$ cat src/design/pwr_seq_cfg.svh
// Purpose: timing and counter width constants for the power state sequencer
// Assumes: 200 MHz clock, 5 ns period
// Notes: long counts are also top-level parameters so a bench can shorten
`ifndef PWR_SEQ_CFG_SVH
`define PWR_SEQ_CFG_SVH
`define CLK_PERIOD_NS 5
`define BTN_MIN_MS 50
`define BTN_OVR_MS 4000
`define NS_PER_MS 1000000
// whole cycles per millisecond; exact at a 5 ns period
`define CYC_PER_MS (`NS_PER_MS / `CLK_PERIOD_NS)
// product taken in cycles so the 4 s count fits a 32-bit int
`define BTN_MIN_CYC (`BTN_MIN_MS * `CYC_PER_MS)
`define BTN_OVR_CYC (`BTN_OVR_MS * `CYC_PER_MS)
`define CNT_W 30
`endif

$ cat src/design/pwr_seq_pkg.sv
// Purpose: types shared by the power state sequencer
// Assumes: nothing
// Notes: state codes are visible on the power_state output
`default_nettype none
package pwr_seq_pkg;
    typedef enum logic [2:0] {
        ST_MECH_OFF = 3'b000,
        ST_SOFT_OFF = 3'b001,
        ST_RAMP = 3'b010,
        ST_WAIT_GOOD = 3'b011,
        ST_RUN = 3'b100
    } pstate_t;
endpackage : pwr_seq_pkg
`default_nettype wire

$ cat src/design/sync2.sv
// Purpose: two flip-flop level synchroniser
// Assumes: single clock, synchronous reset
// Notes: first stage is read only by the second stage
`default_nettype none
module sync2 #(
    parameter logic RESET_VAL = 1'b1
) (
    input wire logic clk, // clock
    input wire logic rst, // sync reset, active high
    input wire logic d, // async input
    output logic q // synchronised level
);
    logic meta_q;
    logic sync_q;
    always_ff @(posedge clk) begin
        if (rst) begin
            meta_q <= RESET_VAL;
            sync_q <= RESET_VAL;
        end else begin
            meta_q <= d;
            sync_q <= meta_q;
        end
    end
    assign q = sync_q;
endmodule : sync2
`default_nettype wire

$ cat src/design/module_power_state_sequencer.sv
// Purpose: sequence a compute module through mech-off, soft-off and run
// Assumes: logic powered from standby (dual) or main (single) domain
// Notes: rail presence inputs are already clean levels from comparators
// Overview of operation
// - dual mode: standby rail up enters soft-off, then heads for running.
// - dual mode: assert active-low supply-on to switch main rail on.
// - after enabling main rail, wait for power-good high before running.
// - mech-off without standby ignores button, power-good and supply-on.
// - single mode starts on main input alone; open power-good reads high.
// - single mode leaves soft-off on button event or main reapply.
// - single mode offers no sleep states, only off, soft-off, running.
// - button held low four seconds or more removes module power.
// - power-good fall in running goes to soft-off; low blocks running.
`include "pwr_seq_cfg.svh"
`default_nettype none
module module_power_state_sequencer
    import pwr_seq_pkg::*;
#(
    parameter int BTN_MIN_CYCLES = `BTN_MIN_CYC,
    parameter int BTN_OVR_CYCLES = `BTN_OVR_CYC
) (
    input wire logic clk, // 200 MHz clock
    input wire logic rst, // sync reset, active high
    input wire logic single_mode, // 1: single-supply, 0: dual (atx)
    input wire logic standby_rail, // standby rail present
    input wire logic main_rail, // main input rail present
    input wire logic power_button_n, // power button, active low
    input wire logic supply_good_in, // power good, open reads high
    output logic supply_on_n, // supply on request, active low
    output logic sleep_state_out_n, // low in mech-off and soft-off
    output logic module_power_en, // enables module rails (running)
    output pstate_t power_state // current sequencer state
);
    if (BTN_MIN_CYCLES < 1 || BTN_OVR_CYCLES <= BTN_MIN_CYCLES ||
        BTN_OVR_CYCLES >= (1 << `CNT_W)) begin : g_bad_timing
        $error("bad button timing parameters");
    end

    logic btn_n_s;
    logic good_s;
    // pull-up modelled by bench; reset to high so open input reads high
    sync2 #(.RESET_VAL(1'b1)) u_btn_sync (
        .clk(clk), .rst(rst), .d(power_button_n), .q(btn_n_s));
    sync2 #(.RESET_VAL(1'b1)) u_good_sync (
        .clk(clk), .rst(rst), .d(supply_good_in), .q(good_s));

    // logic lives on the rail that feeds it
    logic rail_up;
    assign rail_up = single_mode ? main_rail : standby_rail;

    pstate_t state_q, state_d;
    logic [`CNT_W-1:0] press_q, press_d;
    logic good_q, good_d;
    logic main_q, main_d;
    logic ovr_done_q, ovr_done_d;
    logic boot_q, boot_d;
    logic btn_event;
    logic btn_ovr;
    logic good_fall;
    logic main_reapply;

    // event fires on release after a press of valid length
    assign btn_event = btn_n_s && !ovr_done_q &&
        (press_q >= `CNT_W'(BTN_MIN_CYCLES)) &&
        (press_q < `CNT_W'(BTN_OVR_CYCLES));
    assign btn_ovr = !btn_n_s && !ovr_done_q &&
        (press_q == `CNT_W'(BTN_OVR_CYCLES - 1));
    assign good_fall = good_q && !good_s;
    assign main_reapply = main_rail && !main_q;

    always_comb begin
        press_d = press_q;
        ovr_done_d = ovr_done_q;
        if (btn_n_s) begin
            press_d = '0;
            ovr_done_d = 1'b0;
        end else if (press_q != `CNT_W'(BTN_OVR_CYCLES)) begin
            press_d = press_q + `CNT_W'(1);
        end
        if (btn_ovr) begin
            ovr_done_d = 1'b1;
        end
        good_d = good_s;
        main_d = main_rail;
        // only the entry from mech-off runs on by itself; after a fail
        // or an override, soft-off waits for a button event
        boot_d = !single_mode && (state_q == ST_MECH_OFF);
    end

    always_comb begin
        state_d = state_q;
        if (!rail_up) begin
            state_d = ST_MECH_OFF;
        end else begin
            case (state_q)
                ST_MECH_OFF: begin
                    // dual: soft-off then on; single: to wait-good
                    state_d = single_mode ? ST_WAIT_GOOD
                        : ST_SOFT_OFF;
                end
                ST_SOFT_OFF: begin
                    if (single_mode) begin
                        if (btn_event || main_reapply) begin
                            state_d = ST_WAIT_GOOD;
                        end
                    end else if (btn_event || boot_q) begin
                        // first entry after standby ramp proceeds at once
                        state_d = ST_RAMP;
                    end
                end
                ST_RAMP: begin
                    state_d = ST_WAIT_GOOD;
                end
                ST_WAIT_GOOD: begin
                    if (good_s) begin
                        state_d = ST_RUN;
                    end
                end
                ST_RUN: begin
                    if (good_fall) begin
                        state_d = ST_SOFT_OFF;
                    end
                end
                default: state_d = ST_MECH_OFF;
            endcase
            if (btn_ovr && state_q != ST_MECH_OFF) begin
                state_d = ST_SOFT_OFF;
            end
        end
    end

    always_ff @(posedge clk) begin
        if (rst) begin
            state_q <= ST_MECH_OFF;
            press_q <= '0;
            ovr_done_q <= 1'b0;
            good_q <= 1'b1;
            main_q <= 1'b1;
            boot_q <= 1'b0;
        end else begin
            state_q <= state_d;
            press_q <= press_d;
            ovr_done_q <= ovr_done_d;
            good_q <= good_d;
            main_q <= main_d;
            boot_q <= boot_d;
        end
    end

    // outputs registered from next state; no sleep states exist
    logic on_d;
    assign on_d = (state_d == ST_RAMP) || (state_d == ST_WAIT_GOOD) ||
        (state_d == ST_RUN);
    always_ff @(posedge clk) begin
        if (rst) begin
            supply_on_n <= 1'b1;
            sleep_state_out_n <= 1'b0;
            module_power_en <= 1'b0;
            power_state <= ST_MECH_OFF;
        end else begin
            supply_on_n <= !on_d;
            sleep_state_out_n <= on_d;
            module_power_en <= (state_d == ST_RUN);
            power_state <= state_d;
        end
    end
endmodule : module_power_state_sequencer
`default_nettype wire

$ cat config.mk
export PLATFORM = sky130hd
export DESIGN_NAME = module_power_state_sequencer
export DESIGN_NICKNAME = d
export VERILOG_FILES = /design/src/design/pwr_seq_pkg.sv /design/src/design/sync2.sv /design/src/design/module_power_state_sequencer.sv
export VERILOG_INCLUDE_DIRS = /design/src /design/src/design
export SDC_FILE = /design/constraint.sdc
export NUM_CORES = 1
export LEC_CHECK = 0
export ABC_AREA = 1
export BUFFER_PORTS_ARGS = -buffer_cell sky130_fd_sc_hd__buf_2
export CORE_MARGIN = 10
export CORE_UTILIZATION = 56
export DETAILED_ROUTE_END_ITERATION = 8
export GPL_ROUTABILITY_DRIVEN = 0
export PLACE_DENSITY = 0.77
export SYNTH_ARGS = -nofsm -noshare
export SYNTH_HDL_FRONTEND = slang
export SYNTH_SLANG_ARGS = --single-unit
$ cat constraint.sdc
create_clock -name clk -period 2 [get_ports clk]
set_clock_uncertainty 0.15 [all_clocks]
set_input_delay 0 -clock clk [delete_from_list [all_inputs] [get_ports clk]]
set_output_delay 0 -clock clk [all_outputs]
set_load 0.005 [all_outputs]
==> results of run 1 <==
[flip-flops by register name, summed over array words and instances (netlist names)]
name / flops
boot_q: 1
good_q: 1
main_q: 1
module_power_en: 1
ovr_done_q: 1
power_state: 3
press_q: 30
sleep_state_out_n: 1
supply_on_n: 1
u_btn_sync.meta_q: 1
u_btn_sync.q: 1
u_good_sync.meta_q: 1
u_good_sync.q: 1
[power breakdown]
group / switching, mW / total (mW) / internal (mW)
combinational: 0.0437 / 0.0840 / 0.0403
sequential: 0.00773 / 0.895 / 0.887
clock: 0.324 / 0.700 / 0.376
[routing by layer]
layer	part of all wire, %	track usage (%)	vias up	wire, um
li1	-	-	1164	-
met1	44	20.10	1051	2573
met2	46	25.71	133	2687
met3	7.0	3.906	18	406
met4	2.3	6.088	0	131
met5	0	0	-	0
[cells in the mapped netlist (2+ instances only)]
master    instances
nand2_1          73
o21ai_1           3
clkbuf_1          2
xor2_1            5
or2_1             2
dfxtp_1          44
a21oi_1          21
inv_2             8
nor3_1           11
nand2_2           4
nor2_1           37
nor4_1            8
inv_1            48
o211ai_1          2
nor2_4            2
nor3_2            5
o21ai_0          17
ha_1              2
nand3_1          13
nand4_1           8
or2_2             5
nor2_2            5
[cell type report]
cell class,count,area (um2)
clock inverter,3,46.29
fill,316,1196
timing repair buffer,35,257.7
tap,50,62.56
clock buffer,5,68.82
multi-input combinational,233,1241
inverter,56,210.2
sequential,44,888.4
[cell families after synthesis]
group | share of synthesized area, %
XOR/XNOR | 1.915
adder cells (fa/ha/maj) | 1.094
buffers and inverters | 9.519
flip-flops | 38.51
AND/OR/NAND/NOR | 37.69
AO/OA/AOI/OAI | 11.27
[critical path, stage by stage, from the launching register on]
cell     delay [ns]
dfxtp_4        0.37
ha_4           0.13
nand2_2        0.05
inv_2          0.08
nand3_4        0.08
nor2_4         0.15
nand2_2        0.09
nor2_4         0.18
inv_1          0.08
o21ai_0        0.30
nor2_1         0.11
[worst max path at each step]
stage                          start     endpoint  cells past startpoint
after CTS                 press_q[0]  press_q[24]                     12
after global routing      press_q[0]  press_q[24]                     12
after detailed placement  press_q[0]  press_q[24]                     12
after global placement    press_q[0]  press_q[24]                     12
final                     press_q[0]  press_q[14]                     10
after floorplan           press_q[0]  press_q[24]                     12
[repair_timing]
action                                  in CTS  in global routing
endpoints found under the setup margin       0                 14
resized for setup                            0                 16
hold buffers                                10                  0
buffers inserted                             0                  8
hold endpoints to repair                     8                  0
[metrics by stage]
step	power (mW)	utilization [%]
2_1_floorplan	0.9564	-
3_3_place_gp	0.9791	61.44
3_5_place_dp	0.9817	61.44
4_1_cts	1.691	66.86
5_1_grt	1.737	69.88
6_report	1.679	69.88
==> run metrics, run 1 <==
status finished clean; Net count, final between 300 and 400; worst-case clock buffer depth 2; cell taking the most area after synthesis dfxtp_1; Setup WS post-layout 0.08309 ns; Syn Nets between 300 and 400; Die Y about 84 um; Max FO, Critical Path 4; port bufs 12; flop2flop setup slack a little over 0.08 ns; total CTS buffers 5; GRT Overall Usage between 15 and 20%; Register-to-Register Path Depth 10; detailed-route via count about 2400; worst slack at placement about 0.043 ns; Post-DP Area ~2400 um2; WP data required around 2.0 ns; Layout Area Growth over Synthesis 21.33%; pwr dens between 600 and 700 nW/um2; n_diodes 0; final setup TNS 0 ns; P_leak between 1 and 1.5 nW; synth top area cells dfxtp_1 (39%), nand2_1 (12%), inv_1 (7.9%), nor2_1 (6.1%), a21oi_1 (4.6%); Hold Startpoint u_btn_sync.meta_q; drt drc 0; hold_ws approximately 0.28 ns; Worst Max-Slew Pin Slew between 0.4 and 0.5 ns; largest net degree at the start of global routing 19; commonest non-fill, non-tap cell in the layout nand2_1; CP arrival about 1.9 ns; Horiz. Die Dim ~84 um; Finished Layout Cells around 430; Syn Area/Cell between 6 and 7 um2; layout cells sized above 1 19.68%; H-tree depth 2; Slew headroom between 60% and 70%; r2r endpoint press_q[14]; post-layout min period about 1.9 ns; vias per inst between 5 and 6; Hold Path Depth 1; synthesized instance count 335; final cycle utilization of the critical path 95.85%; Worst-Skew Late Latency 0.30 ns; first-pass GRT wire length around 9700 um; core area ~4000 um2; drt total wl around 5800 um; Max VDD drop a little over 0.5 mV; number of I/O pins 13; root buffer cell clkbuf_8; #FFs+latches synth 44; DRT Pass-1 Iters 7; sequential area share after synthesis 38.51%; Antenna Nets Post-Route 0; CP Class reg -> reg; ys async rst share 0%; Hold Path Class reg -> reg; Synth cell types 32; initial core utilization a little under three fifths; most frequent cells in the layout nand2_1 (71), inv_1 (48), dfxtp_1 (40), nor2_1 (36), a21oi_1 (21); DRT iter0 DRCs 268; final instance area between 2000 and 3000 um2; total number of yosys warnings 0; placed cell count 400; Detailed Place HPWL ~4100 um; routed len/inst around 14 um; Worst setup SP type register; Final Hold Fails 0; Setup crit end kind register; Site Rows 23; Max Slew Vio Count 0; Fmax between 500 and 600 MHz; die footprint roughly 7000 um2; top cell type's share of synthesized area between 30 and 40%; vias in the first global route roughly 2100; CTS tree built; CTS clk-pin slew, worst paths about 0.080 ns; final setup fails 0; clk sink count 44; hold path endpoint u_btn_sync.q; Crit Reg-Reg Startpoint press_q[0]; initial antenna violation count 0; Synth Flop Type dfxtp_1; synthesized area 2287 um2; max-cap check violation count 0; Post-synth EDFFs 0; total congestion overflow 0
No activity file was read; power rests on OpenSTA's default activity.
==> run 2, diff against run 1 <==
clock period = 2.4 ns   (was 2 ns; I/O delays follow)
==> run metrics, run 2 (synthesized netlist as in run 1, its figures left out) <==
status finished clean; Final Hold Fails 0 (unchanged); post-layout min period 1.942 ns (+0.02553 ns); flip-flop and latch area 885.9 um2 (-0.28%); vias in the first global route 2074 (-2.9%); commonest non-fill, non-tap cell in the layout nand2_1; Site Rows 23 (unchanged); final setup fails 0 (unchanged); Horiz. Die Dim 83.91 um (unchanged); footprint of the multi-input gates 1202 um2 (-3.1%); Antenna Nets Post-Route 0 (unchanged); CTS clk-pin slew, worst paths 0.08 ns (about the same); CP Class reg -> reg; clk sink count 44 (unchanged); most frequent cells in the layout nand2_1 (73), inv_1 (47), dfxtp_1 (40), nor2_1 (37), a21oi_1 (21); Layout Area Growth over Synthesis 15.65%; root buffer cell clkbuf_8; drt drc 0 (unchanged); Worst Max-Slew Pin Slew 0.4783 ns (-0.002545 ns); max-cap check violation count 0 (unchanged); DRT Pass-1 Iters 4 (-3); detailed-route via count 2182 (-7.8%); Crit path largest cell delay 0.36 ns (about the same); Top Registers press_q (30), power_state (3); Die Y 83.91 um (unchanged); total congestion overflow 0 (unchanged); number of I/O pins 13 (unchanged); Worst setup SP type register; max reg flops 30 (unchanged); Max Slew Vio Count 0 (unchanged); die footprint 7041 um2 (unchanged); port bufs 12 (unchanged); Net count, final 372 (-3.1%); Biggest register press_q; fill count 327 (+3.5%); CTS tree built; first-pass GRT wire length 9018 um (-6.7%); worst-case clock buffer depth 2 (unchanged); core area 3971 um2 (unchanged); Detailed Place HPWL 3885 um (-4.4%); vias per inst 5.271 (-5.1%); WP data required 2.44 ns (+0.41 ns); placed cell count 396 (-1.0%); Finished Layout Cells 414 (-2.8%); n_diodes 0 (unchanged); initial antenna violation count 0 (unchanged); pwr dens 522.5 nW/um2 (-14%); Setup crit end kind register; P_leak 1.018 nW (-7.3%); Slew headroom 68.08% (+0.17 points); routed len/inst 12.48 um (-8.3%); total CTS buffers 5 (unchanged); H-tree depth 2 (unchanged); Max FO, Critical Path 4 (unchanged); CP cell instances ha_2 > nand2_1 > inv_2 > nand3_4 > nor2_4 > nand2_2 > nor2_4 > nand4_2 > nor2_2 > nand2_1 > o21ai_1 > a21oi_1; layout cells sized above 1 16.76% (-2.9 points); final cycle utilization of the critical path 80.94% (-15 points); initial core utilization 57.59% (unchanged); DRT iter0 DRCs 196 (-27%); GRT Overall Usage 14.86% (-1.2 points); Worst-Skew Late Latency 0.29 ns (about the same); Fmax 514.8 MHz (-1.3%); CP max stage cell dfxtp_2; CP arrival 1.98 ns (+0.04 ns); setup bufs post-CTS 0 (unchanged); RSZ-0062 raised after global routing false; largest net degree at the start of global routing 20 (+1); final setup TNS 0 ns (unchanged); Max VDD drop 0.4256 mV (-16%); drt total wl 5168 um (-11%); Hold Path Class reg -> reg
[run 2: timing repair]
| action | 4_1_cts | 5_1_grt |
|---|---|---|
| endpoints found under the setup margin | 0 | 1 |
| hold buffers | 11 | 0 |
| endpoints found under the hold margin | 9 | 0 |
| resized for setup | 0 | 9 |
[run 2: per-layer routing]
metal	global-route usage (%)	up-vias	share of wire, %
li1	-	1141	-
met1	18.90	981	48
met2	24.11	55	46
met3	2.930	5	4.3
met4	5.175	0	1.1
met5	0	-	0
[run 2: path summary, 6_finish.rpt]
kind,from,endpoint,slack [ns],cells past startpoint
worst max-delay path,press_q[0],press_q[24],0.46,12
worst min-delay path,u_good_sync.meta_q,u_good_sync.q,0.26,1
worst max register to register,press_q[0],press_q[24],0.46,12
worst min register to register,u_good_sync.meta_q,u_good_sync.q,0.26,1
[run 2: layout make-up]
class / instances / area share, %
Clock inverter: 3 / 1.798
Clock buffer: 5 / 2.602
Tap cell: 50 / 2.365
Sequential cell: 44 / 33.49
Multi-Input combinational cell: 233 / 45.46
Inverter: 56 / 7.947
Timing Repair Buffer: 23 / 6.339
[run 2: power by group]
| group | switching [mW] | internal [mW] |
|---|---|---|
| combinational | 0.0346 | 0.0330 |
| sequential | 0.00591 | 0.740 |
| clock | 0.255 | 0.313 |
[run 2: metrics by stage]
stage	area (um2)	hold slack, ns	total power, mW	worst slack (ns)	util (%)
after floorplan	2287	-0.07842	0.7970	0.6773	-
after detailed placement	2410	0.04005	0.8170	0.4388	60.68
after global routing	2645	0.2907	1.440	0.2276	66.60
final	2645	0.2646	1.382	0.4576	66.60
after global placement	2410	0.03550	0.8165	0.5019	60.68
after CTS	2636	0.2658	1.399	0.05533	66.38
[run 2: worst max-delay path: cells and delay by family (launching register included)]
| family | cells | cell delay (ns) |
|---|---|---|
| AOI/OAI and AO/OA | 2 | 0.16 |
| adders and majority gates | 1 | 0.18 |
| buffers and inverters | 1 | 0.09 |
| DFF | 1 | 0.36 |
| and+or+nand+nor | 8 | 0.88 |
